==> src/inc/rsisc_regs.svh <==
// Connector map and reset values of the run/stop scan controller
`ifndef RSISC_REGS_SVH
`define RSISC_REGS_SVH

// Digital connector indices
`define RSISC_CONN_ZERO   8'h00
`define RSISC_CONN_ONE    8'h01
`define RSISC_CONN_UNUSED 8'h02
`define RSISC_CONN_IN     8'h10
`define RSISC_CONN_KEY    8'h28
`define RSISC_CONN_Q      8'h30
`define RSISC_CONN_Q_END  8'h3F
`define RSISC_CONN_M      8'h40
`define RSISC_CONN_M_END  8'h57
`define RSISC_CONN_S      8'h58
`define RSISC_CONN_BLANK  8'h60
`define RSISC_CONN_BLK    8'h80

// Analog connector indices
`define RSISC_ANA_AI      4'h0
`define RSISC_ANA_AQ      4'h8
`define RSISC_ANA_AM      4'hA

// Reset values
`define RSISC_OUT_RST     16'h0000
`define RSISC_FLAG_RST    24'h00_0000
`define RSISC_SHIFT_RST   8'h00

`endif

==> src/inc/rsisc_pkg.sv <==
// Types and sizes of the run/stop scan controller
package rsisc_pkg;

  localparam int RSISC_N_DIN = 24;
  localparam int RSISC_N_KEY = 4;
  localparam int RSISC_N_AI  = 8;
  localparam int RSISC_N_Q   = 16;
  localparam int RSISC_N_AQ  = 2;
  localparam int RSISC_N_M   = 24;
  localparam int RSISC_N_AM  = 6;
  localparam int RSISC_N_S   = 8;
  localparam int RSISC_N_BLK = 32;
  localparam int RSISC_PIN_W = RSISC_N_DIN + RSISC_N_KEY;

  typedef logic [9:0] rsisc_ana_t;

  typedef enum logic [3:0] {
    OP_NOP,
    OP_AND,
    OP_OR,
    OP_NAND,
    OP_NOR,
    OP_XOR,
    OP_NOT,
    OP_SHIFT,
    OP_ACMP,
    OP_AMOV
  } rsisc_op_t;

  typedef struct packed {
    rsisc_op_t  op;
    logic [7:0] dst;
    logic [7:0] in3;
    logic [7:0] in2;
    logic [7:0] in1;
    logic [7:0] in0;
  } rsisc_blk_t;

  typedef enum logic [1:0] {
    ST_STOP,
    ST_SAMPLE,
    ST_EVAL,
    ST_UPDATE
  } rsisc_state_t;

endpackage

==> src/inc/rsisc_pin_if.sv <==
// Raw and debounced input terminal levels
`timescale 1ns/10ps
`default_nettype none

interface rsisc_pin_if;
  logic [rsisc_pkg::RSISC_PIN_W-1:0] raw;
  logic [rsisc_pkg::RSISC_PIN_W-1:0] level;

  modport src (output raw, input level);
  modport flt (input raw, output level);
endinterface

`default_nettype wire

==> src/logic/rsisc_in_filter.sv <==
// Three-stage synchroniser and agreement filter for input terminals
`timescale 1ns/10ps
`default_nettype none

module rsisc_in_filter (
  // Clock and reset
  input  wire logic       core_clk,
  input  wire logic       rst,
  // Terminal levels
  rsisc_pin_if.flt        pins
);

  logic [rsisc_pkg::RSISC_PIN_W-1:0] s1_r;
  logic [rsisc_pkg::RSISC_PIN_W-1:0] s2_r;
  logic [rsisc_pkg::RSISC_PIN_W-1:0] s3_r;
  logic [rsisc_pkg::RSISC_PIN_W-1:0] lvl_r;
  logic [rsisc_pkg::RSISC_PIN_W-1:0] s1_nxt;
  logic [rsisc_pkg::RSISC_PIN_W-1:0] s2_nxt;
  logic [rsisc_pkg::RSISC_PIN_W-1:0] s3_nxt;
  logic [rsisc_pkg::RSISC_PIN_W-1:0] lvl_nxt;
  logic [rsisc_pkg::RSISC_PIN_W-1:0] agree;

  always_comb
  begin
    s1_nxt  = pins.raw;
    s2_nxt  = s1_r;
    s3_nxt  = s2_r;
    agree   = ~(s2_r ^ s3_r);
    // A level counts only once two late stages agree
    lvl_nxt = (agree & s3_r) | (~agree & lvl_r);
  end

  always_ff @(posedge core_clk)
  begin
    if (rst)
    begin
      s1_r  <= '0;
      s2_r  <= '0;
      s3_r  <= '0;
      lvl_r <= '0;
    end
    else
    begin
      s1_r  <= s1_nxt;
      s2_r  <= s2_nxt;
      s3_r  <= s3_nxt;
      lvl_r <= lvl_nxt;
    end
  end

  assign pins.level = lvl_r;

endmodule

`default_nettype wire

==> src/logic/rsisc_top.sv <==
// Run/stop scan controller: input image, block evaluator and output image
//
// Functional notes
// - Stop state freezes the input image
// - Stop state never evaluates program blocks
// - Stop state forces every output off
// - Run state samples all inputs every scan
// - Run state evaluates program then drives outputs
// - Red indicator stopped, green indicator running
// - Expansion points numbered in installation order
// - Connector space holds all input, output, flag kinds
// - Terminals seven, eight read digital and analog
// - Voltage present reads one, absent reads zero
// - Constant one and constant zero connectors
// - Unused block inputs take a neutral level
// - Stored program present: power-up goes to run
`timescale 1ns/10ps
`default_nettype none
`include "rsisc_regs.svh"

module rsisc_top (
  // Clock and reset
  input  wire logic                            core_clk,
  input  wire logic                            rst,
  // Input terminals, base unit then expansion modules in installation order
  input  wire logic [7:0]                      base_in_pin,
  input  wire logic [15:0]                     exp_in_pin,
  input  wire logic [3:0]                      cursor_key_pin,
  // Converter words on the core clock
  input  wire rsisc_pkg::rsisc_ana_t [1:0]     base_ai,
  input  wire rsisc_pkg::rsisc_ana_t [5:0]     exp_ai,
  // Mode control
  input  wire logic                            program_present,
  input  wire logic                            start_req,
  input  wire logic                            stop_req,
  // Program load: block writes taken in stop only, prog_len read every scan
  input  wire logic                            prog_we,
  input  wire logic [4:0]                      prog_addr,
  input  wire rsisc_pkg::rsisc_blk_t           prog_word,
  input  wire logic [5:0]                      prog_len,
  // Field outputs and indication
  output logic [15:0]                          field_out,
  output rsisc_pkg::rsisc_ana_t [1:0]          analog_out,
  output logic                                 led_red,
  output logic                                 led_green,
  output logic                                 scan_pulse
);

  // Picks a digital connector, substituting the neutral level for unused
  function automatic logic pick(input logic [255:0] v, input logic [7:0] sel, input logic nb);
    logic r;
    if (sel == `RSISC_CONN_UNUSED)
      r = nb;
    else
      r = v[sel];
    return r;
  endfunction

  rsisc_pin_if pin_if ();

  // Scan state
  rsisc_pkg::rsisc_state_t                     state_r;
  rsisc_pkg::rsisc_state_t                     state_nxt;
  logic                                        boot_r;
  logic                                        boot_nxt;
  logic                                        run_r;
  logic                                        run_nxt;
  logic                                        pulse_r;
  logic                                        pulse_nxt;
  logic [5:0]                                  idx_r;
  logic [5:0]                                  idx_nxt;

  // Images
  logic [23:0]                                 din_img_r;
  logic [23:0]                                 din_img_nxt;
  logic [3:0]                                  key_img_r;
  logic [3:0]                                  key_img_nxt;
  rsisc_pkg::rsisc_ana_t [7:0]                 ai_img_r;
  rsisc_pkg::rsisc_ana_t [7:0]                 ai_img_nxt;
  logic [15:0]                                 out_r;
  logic [15:0]                                 out_nxt;
  rsisc_pkg::rsisc_ana_t [1:0]                 aq_out_r;
  rsisc_pkg::rsisc_ana_t [1:0]                 aq_out_nxt;

  // Program working state
  logic [15:0]                                 q_r;
  logic [15:0]                                 q_nxt;
  logic [23:0]                                 m_r;
  logic [23:0]                                 m_nxt;
  logic [7:0]                                  s_r;
  logic [7:0]                                  s_nxt;
  logic [31:0]                                 b_r;
  logic [31:0]                                 b_nxt;
  rsisc_pkg::rsisc_ana_t [5:0]                 am_r;
  rsisc_pkg::rsisc_ana_t [5:0]                 am_nxt;
  rsisc_pkg::rsisc_ana_t [1:0]                 aq_r;
  rsisc_pkg::rsisc_ana_t [1:0]                 aq_nxt;

  // Program store
  rsisc_pkg::rsisc_blk_t [31:0]                prog_r;
  rsisc_pkg::rsisc_blk_t [31:0]                prog_nxt;

  // Evaluation
  rsisc_pkg::rsisc_blk_t                       cur;
  logic [255:0]                                conn_vec;
  rsisc_pkg::rsisc_ana_t [15:0]                ana_vec;
  logic                                        nb;
  logic                                        a0;
  logic                                        a1;
  logic                                        a2;
  logic                                        a3;
  logic                                        res;
  logic                                        last_blk;

  // Expansion points follow base points in installation order
  assign pin_if.raw = {cursor_key_pin, exp_in_pin, base_in_pin};

  rsisc_in_filter u_in_filter (
    .core_clk (core_clk),
    .rst      (rst),
    .pins     (pin_if.flt)
  );

  // Connector space seen by the program
  always_comb
  begin
    conn_vec                              = '0;
    conn_vec[`RSISC_CONN_ZERO]            = 1'b0;
    conn_vec[`RSISC_CONN_ONE]             = 1'b1;
    conn_vec[`RSISC_CONN_IN +: 24]        = din_img_r;
    conn_vec[`RSISC_CONN_KEY +: 4]        = key_img_r;
    conn_vec[`RSISC_CONN_Q +: 16]         = q_r;
    conn_vec[`RSISC_CONN_M +: 24]         = m_r;
    conn_vec[`RSISC_CONN_S +: 8]          = s_r;
    conn_vec[`RSISC_CONN_BLK +: 32]       = b_r;
    // Analog view of terminals seven and eight sits at the first two slots
    ana_vec                               = {am_r, aq_r, ai_img_r};
  end

  // Current block and its result
  always_comb
  begin
    cur = prog_r[idx_r[4:0]];
    nb  = (cur.op == rsisc_pkg::OP_AND) || (cur.op == rsisc_pkg::OP_NAND);
    a0  = pick(conn_vec, cur.in0, nb);
    a1  = pick(conn_vec, cur.in1, nb);
    a2  = pick(conn_vec, cur.in2, nb);
    a3  = pick(conn_vec, cur.in3, nb);
    case (cur.op)
      rsisc_pkg::OP_AND:   res = a0 & a1 & a2 & a3;
      rsisc_pkg::OP_OR:    res = a0 | a1 | a2 | a3;
      rsisc_pkg::OP_NAND:  res = ~(a0 & a1 & a2 & a3);
      rsisc_pkg::OP_NOR:   res = ~(a0 | a1 | a2 | a3);
      rsisc_pkg::OP_XOR:   res = a0 ^ a1 ^ a2 ^ a3;
      rsisc_pkg::OP_NOT:   res = ~a0;
      rsisc_pkg::OP_SHIFT: res = s_r[7];
      rsisc_pkg::OP_ACMP:  res = ana_vec[cur.in0[3:0]] > ana_vec[cur.in1[3:0]];
      default:             res = 1'b0;
    endcase
    last_blk = (idx_r >= prog_len) || (idx_r == 6'h20);
  end

  // Program store, writable only while stopped
  always_comb
  begin
    prog_nxt = prog_r;
    if (prog_we && (state_r == rsisc_pkg::ST_STOP))
      prog_nxt[prog_addr] = prog_word;
  end

  // Scan sequencer and program working state
  always_comb
  begin
    state_nxt   = state_r;
    boot_nxt    = 1'b0;
    pulse_nxt   = 1'b0;
    idx_nxt     = idx_r;
    din_img_nxt = din_img_r;
    key_img_nxt = key_img_r;
    ai_img_nxt  = ai_img_r;
    out_nxt     = out_r;
    aq_out_nxt  = aq_out_r;
    q_nxt       = q_r;
    m_nxt       = m_r;
    s_nxt       = s_r;
    b_nxt       = b_r;
    am_nxt      = am_r;
    aq_nxt      = aq_r;
    case (state_r)
      rsisc_pkg::ST_STOP:
      begin
        // Images hold, nothing is evaluated, outputs stay off
        out_nxt    = `RSISC_OUT_RST;
        aq_out_nxt = '0;
        if (program_present && (boot_r || start_req) && !stop_req)
          state_nxt = rsisc_pkg::ST_SAMPLE;
      end
      rsisc_pkg::ST_SAMPLE:
      begin
        // A terminal with voltage reads one
        din_img_nxt = pin_if.level[23:0];
        key_img_nxt = pin_if.level[27:24];
        ai_img_nxt  = {exp_ai, base_ai};
        idx_nxt     = 6'h00;
        state_nxt   = rsisc_pkg::ST_EVAL;
      end
      rsisc_pkg::ST_EVAL:
      begin
        if (last_blk)
          state_nxt = rsisc_pkg::ST_UPDATE;
        else
        begin
          idx_nxt = idx_r + 6'h01;
          b_nxt[idx_r[4:0]] = res;
          if (cur.op == rsisc_pkg::OP_AMOV)
          begin
            if (cur.dst[3:0] >= `RSISC_ANA_AM)
              am_nxt[cur.dst[3:0] - `RSISC_ANA_AM] = ana_vec[cur.in0[3:0]];
            else if (cur.dst[3:0] >= `RSISC_ANA_AQ)
              aq_nxt[cur.dst[0]] = ana_vec[cur.in0[3:0]];
          end
          else
          begin
            if ((cur.op == rsisc_pkg::OP_SHIFT) && a1)
              s_nxt = {s_r[6:0], a0};
            if ((cur.dst >= `RSISC_CONN_Q) && (cur.dst <= `RSISC_CONN_Q_END))
              q_nxt[cur.dst[3:0]] = res;
            else if ((cur.dst >= `RSISC_CONN_M) && (cur.dst <= `RSISC_CONN_M_END))
              m_nxt[5'(cur.dst - `RSISC_CONN_M)] = res;
          end
        end
      end
      rsisc_pkg::ST_UPDATE:
      begin
        // All outputs switch together once the program has run
        out_nxt    = q_r;
        aq_out_nxt = aq_r;
        pulse_nxt  = 1'b1;
        state_nxt  = rsisc_pkg::ST_SAMPLE;
      end
      default:
      begin
        state_nxt = rsisc_pkg::ST_STOP;
      end
    endcase
    if (stop_req && (state_r != rsisc_pkg::ST_STOP))
    begin
      state_nxt  = rsisc_pkg::ST_STOP;
      out_nxt    = `RSISC_OUT_RST;
      aq_out_nxt = '0;
      pulse_nxt  = 1'b0;
    end
    run_nxt = (state_nxt != rsisc_pkg::ST_STOP);
  end

  always_ff @(posedge core_clk)
  begin
    if (rst)
    begin
      state_r   <= rsisc_pkg::ST_STOP;
      boot_r    <= 1'b1;
      run_r     <= 1'b0;
      pulse_r   <= 1'b0;
      idx_r     <= 6'h00;
      din_img_r <= 24'h00_0000;
      key_img_r <= 4'h0;
      ai_img_r  <= '0;
      out_r     <= `RSISC_OUT_RST;
      aq_out_r  <= '0;
      q_r       <= `RSISC_OUT_RST;
      m_r       <= `RSISC_FLAG_RST;
      s_r       <= `RSISC_SHIFT_RST;
      b_r       <= 32'h0000_0000;
      am_r      <= '0;
      aq_r      <= '0;
      prog_r    <= '0;
    end
    else
    begin
      state_r   <= state_nxt;
      boot_r    <= boot_nxt;
      run_r     <= run_nxt;
      pulse_r   <= pulse_nxt;
      idx_r     <= idx_nxt;
      din_img_r <= din_img_nxt;
      key_img_r <= key_img_nxt;
      ai_img_r  <= ai_img_nxt;
      out_r     <= out_nxt;
      aq_out_r  <= aq_out_nxt;
      q_r       <= q_nxt;
      m_r       <= m_nxt;
      s_r       <= s_nxt;
      b_r       <= b_nxt;
      am_r      <= am_nxt;
      aq_r      <= aq_nxt;
      prog_r    <= prog_nxt;
    end
  end

  assign field_out  = out_r;
  assign analog_out = aq_out_r;
  assign led_green  = run_r;
  assign led_red    = ~run_r;
  assign scan_pulse = pulse_r;

endmodule

`default_nettype wire

==> config.mk <==
export PLATFORM = sky130hd
export DESIGN_NAME = rsisc_top
export DESIGN_NICKNAME = d
export VERILOG_FILES = /design/src/inc/rsisc_pkg.sv /design/src/inc/rsisc_pin_if.sv /design/src/logic/rsisc_in_filter.sv /design/src/logic/rsisc_top.sv
export VERILOG_INCLUDE_DIRS = /design/src /design/src/inc
export SDC_FILE = /design/constraint.sdc
export NUM_CORES = 2
export LEC_CHECK = 0
export BUFFER_PORTS_ARGS = -buffer_cell sky130_fd_sc_hd__buf_2
export CORE_MARGIN = 2
export CORE_UTILIZATION = 55
export CTS_BUF_LIST = sky130_fd_sc_hd__clkbuf_8 sky130_fd_sc_hd__clkbuf_16
export CTS_CLUSTER_DIAMETER = 200
export CTS_CLUSTER_SIZE = 25
export DETAILED_ROUTE_END_ITERATION = 12
export PLACE_DENSITY = 0.72
export SKIP_LAST_GASP = 1
export SYNTH_ARGS = -nofsm -noshare
export SYNTH_HDL_FRONTEND = slang
export SYNTH_HIERARCHICAL = 1
export SYNTH_SLANG_ARGS = --single-unit
==> constraint.sdc <==
create_clock -name core_clk -period 8.4 [get_ports core_clk]
set_input_delay 0.84 -clock core_clk [delete_from_list [all_inputs] [get_ports core_clk]]
set_output_delay 0.84 -clock core_clk [all_outputs]
set_load 0.03 [all_outputs]
-- Word level (Yosys, flattened, before mapping)
Index checks and enable logic that the tools add are counted.
- bits in registers: 1835
- output and inout port bits: 39
- multiplexer cells: 47
- bitwise logic cells: 23
- eq/ne operators: 18
- reduce and logical (&&, ||, !) cells: 30
- magnitude comparators: 26
- add/sub/neg operators: 3
- operator list (cell ; number):
    1408-bit bitwise mux ; 1
    44-bit binary-select mux with 5-bit select ; 1
    44-bit demux with 5-bit select ; 1
    44-bit two-way mux ; 2
    10-bit binary-select mux with 4-bit select ; 2
    60-bit bitwise mux ; 1
    28-bit AND ; 2
    28-bit NOT ; 2
    10-bit two-way mux ; 4
    20-bit one-hot mux with 2 select lines ; 1
    8-bit by 9-bit < comparator with 1-bit output, second input constant ; 4
    1-bit binary-select mux with 8-bit select ; 4
    32-bit bitwise mux ; 1
    8-bit by 2-bit == test with 1-bit output, second input constant ; 4
    16-bit one-hot mux with 2 select lines ; 1
    10-bit demux with 3-bit select ; 1
    28-bit bitwise OR ; 1
    28-bit XOR ; 1
    24-bit bitwise mux ; 1
    20-bit bitwise mux ; 1
    5-bit by 6-bit < comparator with 1-bit output, second input constant ; 3
    16-bit bitwise mux ; 1
    4-bit by 3-bit == test with 1-bit output, second input constant ; 4
    5-bit by 1-bit greater-or-equal comparator with 1-bit output, second input constant ; 3
    other kinds (44) ; 100

-- Logic depth before layout (Yosys ltp)
- depth in word-level cells: 11
- depth in mapped cells: 36
- mapped depth without buffers: 22

-- By module
Netlist, hierarchy kept.
- by module, submodules not included (module ; cells an instance ; area each (um^2) ; times used):
    rsisc_top ; 9871 ; 79117.1 ; 1
    rsisc_in_filter ; 292 ; 3215.6 ; 1

-- Worst setup path after synthesis
Ideal clock, no wire load.
- path kind: reg2reg
- start point: reg idx_r[0]
- end point: reg b_r[29]
- required time: 8.258 ns
- arrival time: 6.668 ns
- stages on the path, launching flop included: 31
- period minus slack after synthesis: 6.810 ns
- library setup time: 0.142 ns
- slack: 1.590 ns
- path buffers: 11
- path through: dfxtp_1 -> buf_2 -> buf_4 -> buf_4 -> buf_4 -> buf_2 -> buf_2 -> buf_2 -> mux4_2 -> a22oi_1 -> nand4_1 -> inv_1 -> clkbuf_1 -> buf_1 -> clkbuf_1 -> nand2_1 -> a311o_1 -> o31ai_1 -> ha_1 -> a21o_1 -> a21o_1 -> a21oi_1 -> nor2b_1 -> o21ai_0 -> nand2_1 -> a21o_1 -> a21oi_1 -> o21ai_0 -> a2111oi_4 -> buf_6 -> a311oi_1
- cells in the longest elaborated chain, start to end: 11
- RTL lines (element ; RTL line ; text):
    start, declared ; rsisc_top.sv:70 ; logic [5:0] idx_r;
    start signal, assigned ; rsisc_top.sv:284 ; idx_r <= idx_nxt;
    44-bit binary-select mux with 5-bit select ; rsisc_top.sv:143 ; cur = prog_r[idx_r[4:0]];
    44-bit two-way mux (implied by the code) ; rsisc_top.sv:143 ;
    1-bit binary-select mux with 8-bit select, or another cell as far along ; rsisc_top.sv:55 ; r = v[sel];
    1-bit two-way mux (implied by the code) or 1-bit logical OR (tied branches) ; rsisc_top.sv:55, rsisc_top.sv:144 ;
    1-bit two-way mux ; rsisc_top.sv:52 ; if (sel == `RSISC_CONN_UNUSED)
    1-bit bitwise OR or 1-bit AND (tied branches) (3 in series) ; - ;
    1-bit NOT (on tied branches) ; rsisc_top.sv:153, rsisc_top.sv:152 ;
    1-bit one-hot mux with 8 select lines ; rsisc_top.sv:149 ; case (cur.op)
    32-bit bitwise mux ; rsisc_top.sv:214 ; b_nxt[idx_r[4:0]] = res;
    end signal, assigned ; rsisc_top.sv:293 ; b_r <= b_nxt;
    end, declared ; rsisc_top.sv:92 ; logic [31:0] b_r;
Several ways; a longest one is shown, not always the timed one. The select of a mux whose other input is x is not followed.
A chain may end at the register's enable or synchronous reset.

-- Worst setup path in the final report
- start point: reg idx_r[1]
- end point: reg b_r[17]
The elaborated chain is that of the path after synthesis.

==> flow_summary_export.csv <==
group,metric,value,unit
drt,viasPerCell,6.512,
power,cellLeakagePower,27.23,nW
logic_synthesis,netlist.top_cell.by_area,"dfxtp_1",
die,rows,141,
die,initial_core_util,55.56,%
clock_tree,cts-hold-fix-buffers,0,
die,design.core.area,148200,µm²
min_path,min_path_type,"input port to register",
timing,rsz0062_at_grt,"no",
die,die_area,152800,µm²
logic_synthesis,synth.yosys.seq_area_share,44.62,%
global_routing,grt_first_pass_wirelength,450500,µm
clock_tree,path_clk_slew,0.11,ns
status,run_status,"completed",
drt,drt-total-wl,308600,µm
logic_synthesis,synthesis.instances,10160,
logic_synthesis,netlist.area_leader.share,44.62,%
timing,tns,0,ns
drt,post_drt_wl_per_cell,26.47,µm
global_routing,first_global_vias,69810,
worst_setup_path,endpoint_kind,"register",
clock_tree,clock_tree.root_cell,"clkbuf_16",
clock_tree,cts_tree,"done",
drt,count_of_vias_placed_by_the_detailed_router,75930,
worst_setup_path,timing.setup.critical_path_class,"register to register",
logic_synthesis,post_synth.cell_area_avg,8.101,µm²
worst_setup_path,critPathRequiredTime,8.97,ns
place,port_buffers,207,
logic_synthesis,flip_flop_and_latch_count_after_synthesis,1835,
global_routing,antenna_found_initial,15,
worst_setup_path,cp_data_arrival_time,7.91,ns
worst_setup_path,kind_of_start_point_of_the_critical_path,"register",
power,finalPower,14.25,mW
logic_synthesis,yosysMostFrequentCell,"nand2_1",
logic_synthesis,synth.cells.most_frequent,"nand2_1, dfxtp_1, a21oi_1",
die,chipHeight,390.9,µm
place,numPlacedInstances,11560,
logic_synthesis,synth-async-reset-ratio,0,%
logic_synthesis,post_synth_instance_area,82330,µm²
timing,min_period,7.344,ns
global_routing,grt_overflow_total,0,
timing,timing.clock.skew,0.03876,ns
timing,achievable-frequency,136.2,MHz
logic_synthesis,yosys.cell_types.count,88,
clock_tree,cts_max_path_buffers,3,
logic_synthesis,ys_warn_count,6,
layout,post_route_core_utilization,58.16,%
drt,drt_first_iter_violations,11800,
die,die_x,390.9,µm
global_routing,grt_start_max_net_pins,259,
layout,post-route-cell-area,86190,µm²
timing,final.setup.worst_slack,1.056,ns
layout,post_route_cells_drive_above_1_share,9.230,%
timing,timing.final.max_slew_violations,0,
logic_synthesis,largest_cells_by_area_after_synthesis,"dfxtp_1, nand2_1, a21oi_1, mux4_2, mux2i_1",
clock_tree,tritoncts.num_buffers,83,
timing,timing.final.crit_share,87.42,%
clock_tree,postCtsSetupBuffers,0,
die,io_pins,208,
timing,finalHoldWorstSlack,0.3116,ns
logic_synthesis,ys_dominant_reg_cell,"dfxtp_1",
layout,area_growth,4.684,%
worst_setup_path,critical_path_peak_fanout,65,
logic_synthesis,synthesis.nets,10360,
clock_tree,cts.sink_count,1835,
drt,dr.pass1.iters,8,
timing,timing_hold_violations_final,0,
place,placement_stage_worst_setup_slack,1.292,ns
run,cap_violations,0,
place,dp_hpwl,186000,µm
power,vdd.ir_drop.worst,0.0001612,V
drt,post-route-drc-count,0,
clock_tree,ctsHtreeMaxLevel,3,
power,power_per_cell_area,165.3,nW/µm²
clock_tree,worstSkewPairLatency,0.77,ns
drt,drt.antenna.violating_nets,0,
global_routing,globalRouteTotalUtil,38.92,%
layout,final_net_count,9908,
timing,worst_slew_pin_slew,1.341,ns
layout,final_cell_count_without_fillers,11660,
logic_synthesis,synth_edf_count,0,
place,gp_routability_congestion,0.9921,
place,dpl_cell_area,83970,µm²
timing,timing.slew.headroom,10.59,%
clock_tree,post_cts.resized_instances,0,
timing,setup_viol,0,
[metal layers]
layer | vias to the layer above | share of wire [%] | GRT usage, %
met5 | - | 0.0042 | 0
met4 | 2 | 6.7 | 22.46
met3 | 1172 | 13 | 9.670
met2 | 4938 | 44 | 59.56
met1 | 36220 | 37 | 49.99
li1 | 33600 | - | -
[final timing paths]
path	depth (start not counted)	slack (ns)	end	startpoint
setup / recovery	17	1.06	b_r[17]	idx_r[1]
hold / removal	2	0.31	u_in_filter/s1_r[12]	exp_in_pin[4]
setup reg to reg	17	1.06	b_r[17]	idx_r[1]
hold reg to reg	1	0.44	u_in_filter/s2_r[26]	u_in_filter/s1_r[26]
[state kept, by name, summed over array words and instances, names as in the netlist, 16 cells and up, named ones only]
| signal | cells |
|---|---|
| am_r | 60 |
| din_img_r | 24 |
| m_r | 24 |
| u_in_filter/s2_r | 28 |
| field_out | 16 |
| prog_r | 1408 |
| q_r | 16 |
| b_r | 32 |
| analog_out | 20 |
| ai_img_r | 80 |
| ana_vec | 20 |
| u_in_filter/s1_r | 28 |
| u_in_filter/s3_r | 28 |
[layout by cell type, fill, tap and decap left out, types with 16 or more instances in the layout]
| master | n |
|---|---|
| nor2b_1 | 96 |
| a22oi_1 | 105 |
| nand3_1 | 206 |
| and2_1 | 32 |
| a211oi_1 | 77 |
| inv_1 | 47 |
| nor3_1 | 23 |
| buf_2 | 206 |
| and3_1 | 94 |
| o2111ai_1 | 16 |
| mux4_2 | 247 |
| buf_4 | 165 |
| nand4_1 | 43 |
| o22ai_1 | 115 |
| clkbuf_16 | 84 |
| a311oi_1 | 66 |
| o211ai_1 | 25 |
| mux2i_1 | 460 |
| o21ai_0 | 93 |
| nor2_1 | 359 |
| buf_12 | 17 |
| a21oi_1 | 1584 |
| ha_1 | 25 |
| nand2_2 | 34 |
| nand2_1 | 3299 |
| mux2_2 | 44 |
| dfxtp_1 | 1833 |
| nor2_4 | 37 |
[worst max-delay path, cell delays in order (launching register included)]
cell and delay (ns):
dfxtp_4 0.84, buf_4 0.54, buf_4 0.49, mux2i_1 0.25
o22ai_1 0.13, or4_1 0.72, nor2_2 0.38, buf_4 0.29
nand2_1 0.09, a32o_1 0.25, a2111oi_0 0.59, o32ai_1 0.23
a2111oi_4 0.65, nand4_1 0.21, mux2i_1 0.20, a2111oi_4 0.67
buf_12 0.34, a311oi_1 0.16
[kinds of logic (layout without fill, tap and decap cells)]
group / after synthesis / after routing / synth area share, %
and+or+nand+nor: 4348 / 4348 / 21.69
AOI/OAI and AO/OA: 2217 / 2217 / 15.28
DFF: 1835 / 1835 / 44.62
buffers and inverters: 970 / 525 / 4.858
muxes: 763 / 763 / 13.11
adders and majority gates: 26 / 26 / 0.3951
xor gates and xnor gates: 4 / 4 / 0.04256
other: 0 / 12 / 0
[power breakdown]
| group | switching [mW] | leakage [nW] | internal (mW) |
|---|---|---|---|
| logic | 0.561 | 11.3 | 0.192 |
| registers | 0.0468 | 14.8 | 8.77 |
| clock network | 2.86 | 1.08 | 1.82 |
[final cells by class]
type	instances	area, µm²
inverter	47	176.4
fill	13210	62000
clock buffer	84	2102
sequential	1835	36740
tap	1930	2415
timing repair buffer	388	2610
multi-input combinational	7358	42030
antenna	12	30.03
clock inverter	6	85.08
Power figures use the tool's default switching activity.
